===== config.mk =====
export PLATFORM = sky130hd
export DESIGN_NAME = lmbs_top
export DESIGN_NICKNAME = d
export VERILOG_FILES = /design/src/lmbs_pkg.sv /design/src/lmbs_baud_if.sv /design/src/lmbs_baud_gen.sv /design/src/lmbs_top.sv
export SDC_FILE = /design/constraint.sdc
export NUM_CORES = 1
export LEC_CHECK = 0
export ABC_AREA = 1
export BUFFER_PORTS_ARGS = -buffer_cell sky130_fd_sc_hd__buf_2
export CORE_MARGIN = 5
export CORE_UTILIZATION = 30
export DETAILED_ROUTE_END_ITERATION = 8
export PLACE_DENSITY = 0.56
export SKIP_CTS_REPAIR_TIMING = 1
export SLEW_MARGIN = 10
export SYNTH_ARGS = -nofsm -noshare
export SYNTH_HDL_FRONTEND = slang
export SYNTH_SLANG_ARGS = --single-unit

===== constraint.sdc =====
create_clock -name ref_clk_i -period 4.4 [get_ports ref_clk_i]
set_input_delay 0 -clock ref_clk_i [delete_from_list [all_inputs] [get_ports ref_clk_i]]
set_output_delay 0 -clock ref_clk_i [all_outputs]
set_load 0.01 [all_outputs]

===== src/lmbs_pkg.sv =====
// Constants and types shared by the LIN mode and baud setup block.
// Assumes the core reaches the control byte over the special-function register port.
package lmbs_pkg;

  // ***************************************************************
  // Control byte location
  // ***************************************************************
  localparam logic [7:0] LMBS_CTRL_ADDR = 8'hC9;
  localparam logic [7:0] LMBS_CTRL_PAGE = 8'h0F;

  // ***************************************************************
  // Control byte fields
  // ***************************************************************
  localparam int LMBS_BIT_EN = 7;
  localparam int LMBS_BIT_MASTER = 6;
  localparam int LMBS_BIT_AUTO_BAUD_SELECT = 5;
  localparam logic [7:0] LMBS_RSVD_MASK = 8'h1F;
  localparam logic LMBS_RST_EN = 1'h0;
  localparam logic LMBS_RST_MASTER = 1'h1;
  localparam logic LMBS_RST_AUTO_BAUD_SELECT = 1'h1;
  localparam logic [7:0] LMBS_RST_BYTE = 8'h60;

  // ***************************************************************
  // Baud generator sizing
  // ***************************************************************
  localparam int LMBS_PRESC_W = 3;
  localparam int LMBS_DIV_W = 16;
  localparam int LMBS_PRE_CNT_W = 9;
  localparam logic [LMBS_PRE_CNT_W-1:0] LMBS_PRE_BASE = 9'h002;
  localparam logic [LMBS_PRE_CNT_W-1:0] LMBS_PRE_ONE = 9'h001;

  // Operating role as seen by the rest of the controller
  typedef enum logic [1:0] {
    LMBS_OFF,
    LMBS_MASTER,
    LMBS_SLAVE_MANUAL,
    LMBS_SLAVE_AUTO
  } lmbs_mode_t;

endpackage


===== src/lmbs_baud_if.sv =====
// Carrier between the control register logic and the automatic baud generator.
// Assumes both ends run on the same system clock.
`timescale 1ns/1ps
interface lmbs_baud_if #(
  parameter int DIV_W = lmbs_pkg::LMBS_DIV_W
);
  logic run;
  logic [lmbs_pkg::LMBS_PRESC_W-1:0] prescale;
  logic [DIV_W-1:0] divider;
  logic tick;

  modport ctrl (output run, output prescale, output divider, input tick);
  modport gen (input run, input prescale, input divider, output tick);
endinterface


===== src/lmbs_baud_gen.sv =====
// Automatic-mode baud tick generator: system clock / 2^(prescale+1) / divider.
// Assumes prescale and divider are held steady while run is high.
`timescale 1ns/1ps
module lmbs_baud_gen
  import lmbs_pkg::*;
#(
  parameter int DIV_W = LMBS_DIV_W
) (
  input wire logic ref_clk_i, // System clock
  input wire logic srst_i,    // Synchronous reset, active high
  lmbs_baud_if.gen bif        // Control side
);
  import lmbs_pkg::*;

  typedef struct packed {
    logic [LMBS_PRE_CNT_W-1:0] pre_cnt;
    logic [DIV_W-1:0] div_cnt;
    logic tick;
  } lmbs_gen_st_t;

  lmbs_gen_st_t st;
  lmbs_gen_st_t next_st;
  logic [LMBS_PRE_CNT_W-1:0] pre_lim;
  logic pre_wrap;
  logic div_wrap;

  // ***************************************************************
  // Counting
  // ***************************************************************
  always_comb begin
    next_st = st;
    pre_lim = (LMBS_PRE_BASE << bif.prescale) - LMBS_PRE_ONE;
    pre_wrap = (st.pre_cnt >= pre_lim);
    // A divider of 0 or 1 gives one tick per prescaler wrap
    div_wrap = ((st.div_cnt + DIV_W'(1)) >= bif.divider);
    next_st.tick = 1'b0;
    if (!bif.run) begin
      next_st.pre_cnt = '0;
      next_st.div_cnt = '0;
    end else if (pre_wrap) begin
      next_st.pre_cnt = '0;
      if (div_wrap) begin
        next_st.div_cnt = '0;
        next_st.tick = 1'b1;
      end else begin
        next_st.div_cnt = st.div_cnt + DIV_W'(1);
      end
    end else begin
      next_st.pre_cnt = st.pre_cnt + LMBS_PRE_ONE;
    end
  end

  always_ff @(posedge ref_clk_i) begin
    if (srst_i) begin
      st <= '0;
    end else begin
      st <= next_st;
    end
  end

  assign bif.tick = st.tick;

  // ***************************************************************
  // Checks
  // ***************************************************************
  a_tick_needs_run: assert property (@(posedge ref_clk_i) disable iff (srst_i)
    st.tick |-> $past(bif.run)) else $error("Baud tick without run");
  a_tick_single: assert property (@(posedge ref_clk_i) disable iff (srst_i)
    st.tick |=> !st.tick) else $error("Baud tick longer than one cycle");
  a_idle_cleared: assert property (@(posedge ref_clk_i) disable iff (srst_i)
    !bif.run |=> (st.pre_cnt == '0) && (st.div_cnt == '0))
    else $error("Counters not cleared while stopped");
  c_gen_tick: cover property (@(posedge ref_clk_i) disable iff (srst_i) st.tick);
endmodule


===== src/lmbs_top.sv =====
// Control mode byte of the LIN controller with role and baud-source decode.
// Assumes a single-cycle SFR port from the core and prescale/divider held in
// neighbouring registers outside this block.
`timescale 1ns/1ps

// Operation
// - Bit 7 turns the controller off at 0, on at 1; resets to 0.
// - Bit 6 selects slave at 0, master at 1; resets to master.
// - Bit 5 matters only in slave role; ignored in master role.
// - In slave role bit 5 picks manual at 0, automatic at 1; resets to 1.
// - Bits 4 to 0 read as zero and writes to them are dropped.
module lmbs_top
  import lmbs_pkg::*;
#(
  parameter int DIV_W = LMBS_DIV_W
) (
  input wire logic ref_clk_i,                     // System clock, 40 MHz
  input wire logic srst_i,                        // Synchronous reset, active high
  input wire logic [7:0] sfr_addr_i,              // SFR address
  input wire logic [7:0] sfr_page_i,              // Current SFR page
  input wire logic sfr_wr_i,                      // SFR write strobe
  input wire logic sfr_rd_i,                      // SFR read strobe
  input wire logic [7:0] sfr_wdata_i,             // SFR write data
  output logic [7:0] sfr_rdata_o,                 // SFR read data, one cycle later
  input wire logic [lmbs_pkg::LMBS_PRESC_W-1:0] prescale_i, // Prescaler setting
  input wire logic [DIV_W-1:0] divider_i,         // Divider setting
  output logic lin_enable_o,                      // Controller enabled
  output logic master_mode_o,                     // Enabled and acting as master
  output logic auto_baud_active_o,                // Enabled slave, automatic baud
  output logic manual_baud_active_o,              // Enabled slave, manual baud
  output lmbs_pkg::lmbs_mode_t mode_o, // Decoded operating role
  output logic baud_tick_o                        // Automatic-mode baud tick
);
  import lmbs_pkg::*;

  typedef struct packed {
    logic en;
    logic master;
    logic auto_baud_select;
    logic [7:0] rdata;
    logic master_on;
    logic auto_on;
    logic manual_on;
    lmbs_mode_t mode;
    logic tick;
  } lmbs_top_st_t;

  lmbs_top_st_t st;
  lmbs_top_st_t next_st;
  logic hit;
  logic [7:0] ctrl_byte;

  lmbs_baud_if #(.DIV_W(DIV_W)) bif ();

  // ***************************************************************
  // Register access and decode
  // ***************************************************************
  // The page must match too: the same address holds other registers on other pages
  assign hit = (sfr_addr_i == LMBS_CTRL_ADDR) && (sfr_page_i == LMBS_CTRL_PAGE);

  always_comb begin
    next_st = st;
    ctrl_byte = 8'h00;
    ctrl_byte[LMBS_BIT_EN] = st.en;
    ctrl_byte[LMBS_BIT_MASTER] = st.master;
    ctrl_byte[LMBS_BIT_AUTO_BAUD_SELECT] = st.auto_baud_select;
    // Read returns the value before a same-cycle write
    next_st.rdata = 8'h00;
    if (sfr_rd_i && hit) begin
      next_st.rdata = ctrl_byte & ~LMBS_RSVD_MASK;
    end
    if (sfr_wr_i && hit) begin
      next_st.en = sfr_wdata_i[LMBS_BIT_EN];
      next_st.master = sfr_wdata_i[LMBS_BIT_MASTER];
      next_st.auto_baud_select = sfr_wdata_i[LMBS_BIT_AUTO_BAUD_SELECT];
    end
    // Decode from next values so outputs line up with the register bits
    next_st.master_on = next_st.en && next_st.master;
    next_st.auto_on = next_st.en && !next_st.master && next_st.auto_baud_select;
    next_st.manual_on = next_st.en && !next_st.master && !next_st.auto_baud_select;
    if (!next_st.en) begin
      next_st.mode = LMBS_OFF;
    end else if (next_st.master) begin
      next_st.mode = LMBS_MASTER;
    end else if (next_st.auto_baud_select) begin
      next_st.mode = LMBS_SLAVE_AUTO;
    end else begin
      next_st.mode = LMBS_SLAVE_MANUAL;
    end
    next_st.tick = bif.tick;
  end

  always_ff @(posedge ref_clk_i) begin
    if (srst_i) begin
      st.en <= LMBS_RST_EN;
      st.master <= LMBS_RST_MASTER;
      st.auto_baud_select <= LMBS_RST_AUTO_BAUD_SELECT;
      st.rdata <= 8'h00;
      st.master_on <= 1'b0;
      st.auto_on <= 1'b0;
      st.manual_on <= 1'b0;
      st.mode <= LMBS_OFF;
      st.tick <= 1'b0;
    end else begin
      st <= next_st;
    end
  end

  // ***************************************************************
  // Automatic baud generator
  // ***************************************************************
  // Run comes from auto_on, prescale and divider set the rate; no multiplier is used here
  assign bif.run = st.auto_on;
  assign bif.prescale = prescale_i;
  assign bif.divider = divider_i;

  lmbs_baud_gen #(.DIV_W(DIV_W)) u_baud_gen (
    .ref_clk_i(ref_clk_i),
    .srst_i(srst_i),
    .bif(bif)
  );

  assign sfr_rdata_o = st.rdata;
  assign lin_enable_o = st.en;
  assign master_mode_o = st.master_on;
  assign auto_baud_active_o = st.auto_on;
  assign manual_baud_active_o = st.manual_on;
  assign mode_o = st.mode;
  assign baud_tick_o = st.tick;

  // ***************************************************************
  // Checks
  // ***************************************************************
  a_reset_state: assert property (@(posedge ref_clk_i)
    $past(srst_i) && srst_i |=> !lin_enable_o && st.master && st.auto_baud_select)
    else $error("Wrong control value after reset");
  a_enable_write: assert property (@(posedge ref_clk_i) disable iff (srst_i)
    sfr_wr_i && hit ##1 sfr_rd_i && hit && !sfr_wr_i
    |=> sfr_rdata_o == ($past(sfr_wdata_i, 2) & ~LMBS_RSVD_MASK))
    else $error("Read back differs from write");
  a_reserved_zero: assert property (@(posedge ref_clk_i) disable iff (srst_i)
    (sfr_rdata_o & LMBS_RSVD_MASK) == 8'h00) else $error("Reserved bits not zero");
  a_master_ignores: assert property (@(posedge ref_clk_i) disable iff (srst_i)
    master_mode_o |-> !auto_baud_active_o && !manual_baud_active_o && mode_o == LMBS_MASTER)
    else $error("Baud select active in master role");
  a_slave_select: assert property (@(posedge ref_clk_i) disable iff (srst_i)
    lin_enable_o && !st.master |-> auto_baud_active_o == st.auto_baud_select
    && manual_baud_active_o == !st.auto_baud_select) else $error("Slave baud source wrong");
  a_off_quiet: assert property (@(posedge ref_clk_i) disable iff (srst_i)
    !lin_enable_o |-> mode_o == LMBS_OFF && !master_mode_o && !auto_baud_active_o)
    else $error("Role active while disabled");
  a_tick_gated: assert property (@(posedge ref_clk_i) disable iff (srst_i)
    baud_tick_o |-> $past(auto_baud_active_o, 2)) else $error("Tick outside auto mode");
  a_miss_reads_zero: assert property (@(posedge ref_clk_i) disable iff (srst_i)
    !(sfr_rd_i && hit) |=> sfr_rdata_o == 8'h00) else $error("Data without read hit");

  // ***************************************************************
  // Register write and read checks
  // ***************************************************************
  a_enable_lands: assert property (@(posedge ref_clk_i) disable iff (srst_i)
    sfr_wr_i && hit |=> lin_enable_o == $past(sfr_wdata_i[LMBS_BIT_EN]))
    else $error("Enable bit not taken from write");
  a_role_lands: assert property (@(posedge ref_clk_i) disable iff (srst_i)
    sfr_wr_i && hit |=> st.master == $past(sfr_wdata_i[LMBS_BIT_MASTER]))
    else $error("Role bit not taken from write");
  a_auto_baud_select_lands: assert property (@(posedge ref_clk_i) disable iff (srst_i)
    sfr_wr_i && hit |=> st.auto_baud_select == $past(sfr_wdata_i[LMBS_BIT_AUTO_BAUD_SELECT]))
    else $error("Baud select bit not taken from write");
  a_bits_hold: assert property (@(posedge ref_clk_i) disable iff (srst_i)
    !(sfr_wr_i && hit) |=> $stable({lin_enable_o, st.master, st.auto_baud_select}))
    else $error("Control bits changed without a write");
  a_read_old: assert property (@(posedge ref_clk_i) disable iff (srst_i)
    sfr_rd_i && hit
    |=> sfr_rdata_o == {$past(lin_enable_o), $past(st.master), $past(st.auto_baud_select), 5'h00})
    else $error("Read data differs from control bits");
  a_reset_quiet: assert property (@(posedge ref_clk_i)
    $past(srst_i) && srst_i |=> mode_o == LMBS_OFF && !master_mode_o && !auto_baud_active_o
    && !manual_baud_active_o && !baud_tick_o && sfr_rdata_o == 8'h00)
    else $error("Outputs active after reset");

  // ***************************************************************
  // Role decode checks
  // ***************************************************************
  a_master_decode: assert property (@(posedge ref_clk_i) disable iff (srst_i)
    master_mode_o == (lin_enable_o && st.master))
    else $error("Master role decode wrong");
  a_auto_mode: assert property (@(posedge ref_clk_i) disable iff (srst_i)
    auto_baud_active_o |-> mode_o == LMBS_SLAVE_AUTO)
    else $error("Automatic baud mode code wrong");
  a_manual_mode: assert property (@(posedge ref_clk_i) disable iff (srst_i)
    manual_baud_active_o |-> mode_o == LMBS_SLAVE_MANUAL)
    else $error("Manual baud mode code wrong");
  a_one_role: assert property (@(posedge ref_clk_i) disable iff (srst_i)
    $onehot0({master_mode_o, auto_baud_active_o, manual_baud_active_o}))
    else $error("More than one role active");
  a_on_has_role: assert property (@(posedge ref_clk_i) disable iff (srst_i)
    lin_enable_o |-> mode_o != LMBS_OFF)
    else $error("Enabled controller shows no role");

  // ***************************************************************
  // Baud source checks
  // ***************************************************************
  // A tick already in the two-stage pipe may still leave after a role change
  a_off_no_tick: assert property (@(posedge ref_clk_i) disable iff (srst_i)
    !lin_enable_o ##1 !lin_enable_o |=> !baud_tick_o)
    else $error("Tick while disabled");
  a_master_no_tick: assert property (@(posedge ref_clk_i) disable iff (srst_i)
    master_mode_o ##1 master_mode_o |=> !baud_tick_o)
    else $error("Tick in master role");
  a_master_no_run: assert property (@(posedge ref_clk_i) disable iff (srst_i)
    master_mode_o |-> !bif.run)
    else $error("Baud generator runs in master role");

  c_auto_slave: cover property (@(posedge ref_clk_i) disable iff (srst_i)
    auto_baud_active_o && baud_tick_o);
  c_write_read: cover property (@(posedge ref_clk_i) disable iff (srst_i)
    sfr_wr_i && hit ##1 sfr_rd_i && hit);
  c_manual_slave: cover property (@(posedge ref_clk_i) disable iff (srst_i)
    mode_o == LMBS_SLAVE_MANUAL);
  c_master_on: cover property (@(posedge ref_clk_i) disable iff (srst_i)
    $rose(master_mode_o));
endmodule


==> results of run 1 <==
-- final cells by class --
cell class              instances  area (um^2)
inverters                      66          248
fillers                       944         5510
multi-input cells             270         1580
flip-flops and latches         38          761
clock buffers                   6         82.6
well taps                     108          135
clock inverters                 2         60.1
repair buffers                 52          265
-- synth_stat cells, drive strengths merged --
cell type,number
nor3,6
dfxtp,38
nand4,14
ha,27
nand3,39
nand2,100
nor2,45
a21o,2
a21oi,12
inv,66
buf,8
conb,2
o21ai,1
xnor2,4
xor2,11
or2,1
nor3b,2
-- flip-flops by register name, indices dropped and copies added, names as in the netlist, 2 cells and up --
| name | flops |
|---|---|
| ctrl_byte | 2 |
| mode_o | 2 |
| sfr_rdata_o | 3 |
| u_baud_gen.st | 25 |
-- power groups by stage --
| stage | Sequential (uW) | Clock [uW] | Combinational [uW] |
|---|---|---|---|
| after CTS | 344 | 373 | 57.4 |
| after floorplan | 352 | 0 | 33.3 |
| final | 344 | 362 | 57.7 |
| after global routing | 344 | 390 | 67.2 |
| after detailed placement | 352 | 0 | 57.1 |
| after global placement | 352 | 0 | 54.5 |
-- final timing paths --
check,startpoint,endpoint,slack (ns)
hold / removal,sfr_rd_i,sfr_rdata_o[5],0.007
setup / recovery,u_baud_gen.st[1],u_baud_gen.st[1],1.77
setup reg to reg,u_baud_gen.st[1],u_baud_gen.st[1],1.77
hold reg to reg,u_baud_gen.bif.tick,baud_tick_o,0.42
-- critical path: stages (launching register included) --
cell     delay [ns]
dfxtp_1        0.39
ha_1           0.22
nand3_2        0.14
nor2_1         0.19
nand3_1        0.15
xor2_1         0.24
ha_1           0.29
nand4_1        0.10
inv_1          0.05
nand2_1        0.06
nand3_1        0.11
a21oi_4        0.41
nand3_1        0.14
nand2_1        0.08
-- routing by layer --
| metal | track usage | vias to the layer above | wire, um |
|---|---|---|---|
| met4 | 0.0259 | 0 | 59 |
| met3 | 0.0230 | 6 | 156 |
| met2 | 0.185 | 26 | 2750 |
| li1 | - | 1289 | - |
| met1 | 0.120 | 1058 | 2510 |
| met5 | 0 | - | 0 |
-- stage by stage --
step	cells	hold WS (ns)	util
6_report	542	0.00737	0.362
5_1_grt	542	0.0475	0.362
4_1_cts	541	-0.118	0.361
3_5_place_dp	533	0.193	0.345
3_3_place_gp	533	0.191	0.345
2_1_floorplan	382	0.0712	-
-- logic make-up after synthesis --
family	after synthesis
xor+xnor	15
simple gates	207
buf+inv	74
fa+ha+maj	27
flops	38
compound gates	15
other cells	2
-- cells in the final DEF, fill, tap and decap left out, types with 7 or more instances in the layout --
| master | count |
|---|---|
| nand4_1 | 13 |
| dfxtp_1 | 38 |
| nand3_1 | 36 |
| nand2_1 | 95 |
| inv_1 | 59 |
| inv_2 | 7 |
| xor2_1 | 10 |
| nor2_1 | 38 |
| ha_1 | 27 |
| buf_2 | 51 |
| a21oi_1 | 11 |
==> results.txt, run 1 <==
The congestion estimate from routability-driven global placement came to 0.789. The worst path needs 2.63 ns of the cycle, external delays included. Setup violations remaining at the end of the flow were counted as 0. The average routed wire per standard cell was 10.1 um; the count of standard-cell rows was 34. The number of global-route vias before repair is 2191.

After detailed routing, the number of remaining DRC violations is 0. STA classifies the critical path endpoint as a flip-flop. The longest clock path from root to sink contains 2 buffers. The worst path meets setup with 1.77 ns of slack.

The H-tree generated during clock tree synthesis spans 2 levels. TritonCTS built the clock tree. The switching share of power is 0.199, and the post-synthesis compound-gate area fraction is 0.0346. The initial antenna violation count is 0, and the share of final-layout standard cells stronger than drive strength 1 is 0.200.

The arrival time at the worst endpoint came out at 2.85 ns. The power share of the clock group was 0.474. Entering global routing, the biggest net connects 18 pins. Summed over all failing endpoints, the final setup total negative slack is 0 ns. The worst endpoint required time came out at 4.63 ns. The detail route stage leaves a number of antenna-violating nets equal to 0. The design draws 763 uW.

The tools report the global-route wire length before repair as 9480 um. The mapped netlist covers 0.00264 mm^2. The fraction of power consumed by combinational cells was 0.076; the clock transition at the registers of the reported paths was 0.08 ns. The tools report the cell chosen for the clock root as clkbuf_8. The sequential share of power is 0.450. The flow ran to the end, and the final reports show no timing, DRC or antenna violations. For the switching power of the nets, the log shows 152 uW. The count of boundary I/O pins was 62; the horizontal extent of the die was 104 um. The leakage power summed over all cells is 0.00172 uW, and the final period utilization is 0.597. The adder-cell share of the synthesized area was 0.128; the count of vias placed by the detailed router was 2379.

For this design the ratio of total power to cell area is 244 mW/mm^2. During synthesis, Yosys emitted a total of 0 warnings. The number of search-and-repair iterations in the first detailed-routing pass is 4. Type of the worst setup path: flip-flop to flip-flop. The count of input and output buffers is 51, and the area share of the largest cell type after synthesis is 0.288. The tools report the effective utilization at floorplan as 0.306.

The XOR/XNOR share of the synthesized area came out at 0.0555. The final layout contains routed wiring with a total length of 5480 um. The tools report the distinct cell type count after synthesis as 30.

The tree built by TritonCTS fans out to 38 sinks. The largest fanout on the critical path works out to 17. Counting cells, the worst reg-to-reg path comes to 13. The average via count per standard cell is 4.39.

The logs give 0.102 for the global router's overall resource usage and 5 for the CTS buffer count. Timing analysis after detailed placement gives a worst setup slack of 1.82 ns. Combinational family with the most area after synthesis: simple AND/OR/NAND/NOR gates.

After routing the design area is 0.00313 mm^2. For the final database, setup skew stands at 0.00754 ns. In this run the vertical extent of the chip is 104 um. Counting flops and latches in the post-synthesis netlist gives 38.

Ranked by total cell area, the synthesized netlist is headed by dfxtp_1 (29%), nand2_1 (14%), ha_1 (13%). The cell depth of the worst hold path came out at 3. Across the VDD grid, the largest voltage drop is 155 uV.

The clock reaches the later pin of the worst-skew pair after 0.29 ns. The average size of a mapped cell was 6.98 um^2; the internal power component was 612 uW. The worst setup path is launched from a flip-flop. The largest total area in the synthesized netlist belongs to dfxtp_1. The logs give 0 for the number of pins exceeding their max-slew limit in the final report and 0 for the count of endpoints failing hold in the final timing report.

For this block, the initial DRC count from the detailed router was 108. The share of synthesized area occupied by flip-flops and latches was 0.288; the portion of netlist area occupied by mux cells was 0. Type of the worst min-delay path: primary input to flip-flop. The area fraction in and, or, nand and nor cells after synthesis is 0.371. The total half-perimeter wirelength after legalization and detailed placement was 4520 um; the core box area was 0.00864 mm^2. The number of antenna diodes in the final layout is 0. Counting every instance in the synthesized netlist gives 378. Derived from the worst setup path, the maximum achievable clock frequency is 381 MHz. The run gives 0 as the max-capacitance violation count. The floorplan step defined a die boundary enclosing 0.0108 mm^2.

For this run, the post-layout net count is 507. Relative to the synthesized area, the layout overhead comes to 18.6%. The total grt overflow is 0, and the post-place instance area is 0.00298 mm^2. Setup repair after global routing left no endpoint under its margin.
(Power assumes the default switching activity.)
==> run 2, diff against run 1 <==
- ABC_AREA: 1 -> 0
- PLACE_DENSITY: 0.56 -> 0.58
- clock period: 4.4 -> 2.15 ns (I/O delays scaled with it)
==> results.txt, run 2 <==
The run finished, with violations left. The checks that failed: negative setup slack. The count of endpoints failing hold in the final timing report is 0 (unchanged), and the area share of the largest cell type after synthesis is 0.317 (+0.0290). The critical path is of the flip-flop to flip-flop type. The horizontal extent of the die came out at 99.4 um (-4.2%). The minimum clock period after layout was 2.91 ns (+0.287 ns). The tools report the type of element launching the critical path as a flip-flop. For the fraction of met2 tracks used by global routing, the log shows 0.202 (+0.0171). The global routing met1 resource utilization is 0.140 (+0.0198), and the total standard cell area after synthesis is 0.00240 mm^2 (-9.2%). The logs give 0 (unchanged) for the number of remaining DRC errors and 0.00452 ns (-0.00302 ns) for the final clock skew. The insertion delay of the later-clocked pin in the worst-skew pair was 0.29 ns (about the same). For the fraction of the core area covered by cells at the end of the flow, the log shows 0.423 (+0.0608). The tightest min-delay check is of the primary input to flip-flop type.

Leakage power summed over all cells: 0.00163 uW (-5.2%). The buffer levels on the longest clock path came out at 2 (unchanged). For the total setup violations reported at the end of the flow, the log shows 17 (+17). The cell taking the most area after synthesis is dfxtp_1. The peak supply drop is 228 uV (+46%).

The pin count of the biggest net entering global routing was 13 (-5); the met3 track utilization from global routing was 0.0238 (+0.000833). The area added between synthesis and finish is 37.1%. In the synthesized netlist the dominant register cell turns out to be dfxtp_1.

The number of warnings issued by yosys is 0 (unchanged), and the area of all sequential standard cells is 769 um^2 (+1.2%). The library cell used most frequently in the layout, excluding fill and tap cells, is buf_2. The internal power component is 1020 uW (+67%). The max-capacitance violation count is 0 (unchanged). The global router's overall resource usage is 0.115 (+0.0133). Final antenna-violating net count: 0 (unchanged). The iteration-0 DRC count of the detailed router was 56 (-48%). The layer flagged by global routing as most heavily used is met2. Number of synthesized register bits: 38 (unchanged). The fraction of power consumed by combinational cells came out at 0.088 (+0.012). dfxtp_1 is the most common cell in the netlist. The share of final-layout standard cells stronger than drive strength 1 came out at 0.354 (+0.153). TritonCTS built the clock tree. The core box area was 0.00777 mm^2 (-10%); the average via count per standard cell was 4.61 (+5.1%). The total half-perimeter wirelength after legalization and detailed placement was 4490 um (-0.74%).

The effective utilization at floorplan is 0.309 (+0.00307), and the final worst-path setup slack is -0.764 ns (-2.54 ns). The CTS sink count is 38 (unchanged), and the distinct cell type count after synthesis is 49 (+63%). The number of global-route vias before repair is 2209 (+0.82%), and the share of synthesized registers carrying an async set or reset is 0 (unchanged). Setup repair after global routing could not meet its margin everywhere. Power density normalized to cell area: 404 mW/mm^2 (+66%). The tools report the share of synthesized area occupied by flip-flops and latches as 0.317 (+0.0290). The tools report the worst endpoint required time as 2.32 ns (-2.31 ns).

The switching share of power came out at 0.231 (+0.0325). The CTS buffer count came out at 5 (unchanged). Number of flops mapped to enable cells by yosys: 0 (unchanged). The area of combinational cells with multiple inputs is 0.00160 mm^2 (+1.5%). The kind of end point of the critical path was a flip-flop. The total detailed-routing wirelength was 5500 um (+0.47%). The number of search-and-repair iterations in the first detailed-routing pass is 4 (unchanged), and the power share of the clock group is 0.384 (-0.090).

Global-route wire length before repair: 9440 um (-0.43%). The logs give 307 uW (+100%) for the switching power of the nets and 2192 (-7.9%) for the count of vias placed by the detailed router. The run gives 3.08 ns (+0.23 ns) as the arrival time at the worst endpoint. The logs give 0.00329 mm^2 (+5.0%) for the finished layout cell area and 32 (-5.9%) for the count of standard-cell rows.

The tools report the initial antenna violation count as 0 (unchanged). The sequential share of power was 0.527 (+0.077); the height of the die was 99.4 um (-4.2%). The number of pins exceeding their max-slew limit in the final report is 0 (unchanged). The number of flip-flops in the largest register came out at 25 (unchanged). For the number of nets at the end of the flow, the log shows 446 (-12%). The largest register by flop count was u_baud_gen.st. The tools report the overall power consumption as 1330 uW (+74%). The count of input and output buffers was 51 (unchanged); the largest fanout on the critical path was 5 (-12). The clock transition at the registers of the reported paths is 0.07 ns (about the same), and the fill cell instance count of the final layout is 814 (-14%).

The average routed wire per standard cell came out at 11.6 um (+15%). In the post-synthesis netlist, the biggest area contributors are dfxtp_1 (32%), ha_1 (14%), xor2_1 (4.0%). The tools report the maximum level of the CTS H-tree as 2 (unchanged). The floorplan die area was 0.00988 mm^2 (-8.3%). After synthesis, the most frequently instantiated cells are dfxtp_1 (38), ha_1 (27), inv_1 (22). The final period utilization works out to 1.36 (+0.758). Leaving out fill and tap cells, the most frequent cells in the layout are buf_2 (51), buf_4 (46), dfxtp_1 (35).

The count of boundary I/O pins came out at 62 (unchanged). The run gives 0 (unchanged) as the total grt overflow. The cell chosen for the clock root is clkbuf_8. The number of antenna repair diodes was 0 (unchanged).

The achievable clock frequency is 343 MHz (-9.8%), and the post-place instance area is 0.00315 mm^2 (+5.7%). For the placer congestion estimate, the log shows 0.786 (-0.46%). The average size of a mapped cell is 8.78 um^2 (+26%). For the cell count after synthesis, the log shows 273 (-28%).
## run 2: cell types whose count changed after synthesis, moves of 8 or more
cell	before	now
and2_1	0	9
nor2_1	38	19
nand2_1	95	19
a32o_1	0	8
inv_1	59	22
nand3_1	36	17
## run 2: path summary, 6_finish.rpt
path | startpoint | to | slack [ns] | depth (start not counted)
worst max-delay path | u_baud_gen.st[2] | u_baud_gen.st[6] | -0.76 | 13
worst min-delay path | sfr_wdata_i[6] | ctrl_byte[6] | 0.004 | 3
worst max register to register | u_baud_gen.st[2] | u_baud_gen.st[6] | -0.76 | 13
worst min register to register | u_baud_gen.bif.tick | baud_tick_o | 0.46 | 1
## run 2: power by group through the flow
stage,Sequential (uW),Clock [uW],Combinational (uW)
floorplan,718,0,63.7
global placement,718,0,113
detailed placement,718,0,117
CTS,702,534,118
global route,700,569,136
finish,701,511,117
## run 2: kinds of logic after synthesis
logic type,after synthesis,share of synthesized area
adder cells (fa/ha/maj),27,0.141
XOR/XNOR,18,0.0658
buffers and inverters,32,0.0616
AND/OR/NAND/NOR,108,0.254
flip-flops,38,0.317
multiplexers,6,0.0251
other,2,0.00313
AO/OA/AOI/OAI,42,0.133
## run 2: cell type report
cell class                      count  share of cell area
Tap cell                          102              0.0388
Sequential cell                    38               0.234
Timing Repair Buffer               98               0.186
Clock buffer                        6              0.0251
Clock inverter                      2             0.00381
Inverter                           22              0.0251
Multi-Input combinational cell    207               0.487
## run 2: critical path, stage by stage (launching register included)
cell and delay (ns):
dfxtp_4 0.37, and3_4 0.18, and3_4 0.20, nand4_1 0.21, o21a_1 0.27, or2_4 0.24, ha_4 0.27, nand4_1 0.12
nor2_2 0.16, nor4bb_4 0.26, nor4b_4 0.10, buf_4 0.16, a31oi_1 0.16, mux2i_1 0.10
## run 2: metrics by stage
step / hold WS (ns) / cells / setup TNS (ns) / setup slack (ns)
2_1_floorplan: 0.0716 / 277 / -9.88 / -0.658
3_3_place_gp: 0.274 / 464 / -11.28 / -0.692
3_5_place_dp: 0.272 / 464 / -12.52 / -0.791
4_1_cts: -0.0414 / 472 / -12.30 / -0.791
5_1_grt: 0.0215 / 475 / -15.17 / -0.964
6_report: 0.00390 / 475 / -11.96 / -0.764
## run 2: per-layer routing
layer / share of wire / vias up / routed length, um
li1: - / 1152 / -
met1: 0.47 / 1002 / 2570
met2: 0.48 / 32 / 2650
met3: 0.035 / 6 / 195
met4: 0.015 / 0 / 82
met5: 0 / - / 0
==> run 3, diff against run 2 <==
- CTS_BUF_LIST: default -> sky130_fd_sc_hd__clkbuf_4
==> results.txt, run 3 (synthesis results as in run 2) <==
The max-capacitance violation count was 0 (unchanged); the share of final-layout standard cells stronger than drive strength 1 was 0.349 (-0.00455). The run gives 4 (unchanged) as the number of search-and-repair iterations in the first detailed-routing pass. The worst setup path is captured at a flip-flop. The run gives 13 (unchanged) as the pin count of the biggest net entering global routing. Cell chosen for the clock root: clkbuf_4. The library cell used most frequently in the layout, excluding fill and tap cells, is buf_2.

The run gives 38 (unchanged) as the CTS sink count. The number of remaining DRC errors is 0 (unchanged), and the placer congestion estimate is 0.786 (unchanged). The logs give 51 (-8.9%) for the iteration-0 DRC count of the detailed router and 9400 um (-0.44%) for the global-route wire length before repair.

TritonCTS built the clock tree. Minimum clock period after layout: 2.93 ns (+0.0110 ns). The run gives 0.00777 mm^2 (unchanged) as the core box area.

The type of the worst min-delay path was primary input to flip-flop. The final period utilization is 1.36 (+0.00513). The average routed wire per standard cell was 11.6 um (about the same).

The final clock skew is 0.0106 ns (+0.00610 ns). Setup repair after global routing could not meet its margin everywhere. The average via count per standard cell works out to 4.63 (+0.35%).

The count of standard-cell rows is 32 (unchanged), and the clock transition at the registers of the reported paths is 0.12 ns (+0.05 ns). The number of flip-flops in the largest register is 25 (unchanged). In the layout the commonest cells are buf_2 (51), buf_4 (46), dfxtp_1 (35). For the leakage power summed over all cells, the log shows 0.00162 uW (-0.63%). The number of pins exceeding their max-slew limit in the final report is 0 (unchanged). The logs give 342 MHz (-0.38%) for the achievable clock frequency and 2210 (+0.045%) for the number of global-route vias before repair. The largest fanout on the critical path is 5 (unchanged).

The checks that failed: negative setup slack. The number of nets at the end of the flow is 448 (+0.45%), and the count of boundary I/O pins is 62 (unchanged). The total detailed-routing wirelength came out at 5530 um (+0.44%).

Largest register by flop count: u_baud_gen.st. For the final worst-path setup slack, the log shows -0.775 ns (-0.0110 ns). The count of input and output buffers was 51 (unchanged). Horizontal extent of the die: 99.4 um (unchanged).

The run gives 0.114 (-0.000891) as the global router's overall resource usage. Initial antenna violation count: 0 (unchanged). The power density normalized to cell area was 362 mW/mm^2 (-10%); the height of the die was 99.4 um (unchanged). The logs give 159 uV (-30%) for the peak supply drop and 0 (unchanged) for the number of antenna repair diodes. The run gives 0.00988 mm^2 (unchanged) as the floorplan die area.

The tools report the effective utilization at floorplan as 0.309 (unchanged). The critical path is of the flip-flop to flip-flop type. For the total half-perimeter wirelength after legalization and detailed placement, the log shows 4490 um (unchanged).

The total grt overflow came out at 0 (unchanged). The logs give 0 (unchanged) for the count of endpoints failing hold in the final timing report and 2209 (+0.78%) for the count of vias placed by the detailed router. The type of element launching the critical path was a flip-flop. The tools report the pre-CTS setup slack as -0.791 ns (unchanged). The logs give 3.16 ns (+0.08 ns) for the arrival time at the worst endpoint and 2 (unchanged) for the buffer levels on the longest clock path. The total setup violations reported at the end of the flow came out at 17 (unchanged). The run finished, with violations left. The run gives 0 (unchanged) as the final antenna-violating net count.

The maximum level of the CTS H-tree is 2 (unchanged). Relative to the synthesized area, the layout overhead comes to 36.2%. The setup TNS is -12.08 ns (-0.125 ns). For the insertion delay of the later-clocked pin in the worst-skew pair, the log shows 0.34 ns (+0.05 ns). The worst endpoint required time is 2.39 ns (+0.07 ns), and the CTS buffer count is 5 (unchanged).
## run 3: changes by cell type in the layout (fill, tap and decap cells not counted), sizes merged
| cell | previous run | this run |
|---|---|---|
| clkinv | 1 | 2 |
| dlygate4sd3 | 1 | 3 |
| clkbuf | 6 | 5 |
## run 3: per-layer routing
metal / vias to the layer above / GRT usage / wire, um
met5: - / 0 / 0
met4: 0 / 0.0347 / 63
met3: 6 / 0.0238 / 210
met2: 33 / 0.200 / 2700
met1: 1012 / 0.140 / 2560
li1: 1158 / - / -
## run 3: path summary, 6_finish.rpt
kind	start	end	slack (ns)	cells after the start
max	u_baud_gen.st[2]	u_baud_gen.st[12]	-0.78	13
min	sfr_rd_i	sfr_rdata_o[5]	0.06	3
max reg2reg	u_baud_gen.st[2]	u_baud_gen.st[12]	-0.78	13
min reg2reg	u_baud_gen.bif.tick	baud_tick_o	0.46	1
## run 3: worst max-delay path, stage by stage (launching register included)
cell and delay (ns):
dfxtp_4 0.39, and3_4 0.18, and3_4 0.20, nand4_1 0.21, o21a_1 0.27, or2_4 0.24, ha_4 0.27, nand4_1 0.13
nor2_2 0.14, nor4bb_4 0.26, nor4b_4 0.10, buf_4 0.16, a32oi_1 0.19, o31ai_1 0.09
## run 3: report_power, final
group          switching, uW  total [uW]  internal [uW]  leakage (uW)
logic                   55.1         121           65.7       0.00128
registers           0.000521         701            701      0.000308
clock network            240         362            122     0.0000286
## run 3: area by class of cell
type | count | area, um^2
Tap cell | 102 | 128
Clock buffer | 5 | 37.5
Sequential cell | 38 | 769
Clock inverter | 3 | 16.3
Fill cell | 816 | 4500
Inverter | 22 | 82.6
Multi-Input combinational cell | 207 | 1600
Timing Repair Buffer | 100 | 631
## run 3: per-stage QoR
stage / hold WS, ns / instances / cell area, um^2 / total power, uW / utilization
after global routing: 0.0678 / 477 / 3270 / 1260 / 0.420
final: 0.0594 / 477 / 3270 / 1180 / 0.420
after detailed placement: 0.272 / 464 / 3150 / 835 / 0.405
after global placement: 0.274 / 464 / 3150 / 832 / 0.405
after CTS: -0.115 / 472 / 3200 / 1200 / 0.412
after floorplan: 0.0716 / 277 / 2500 / 782 / -
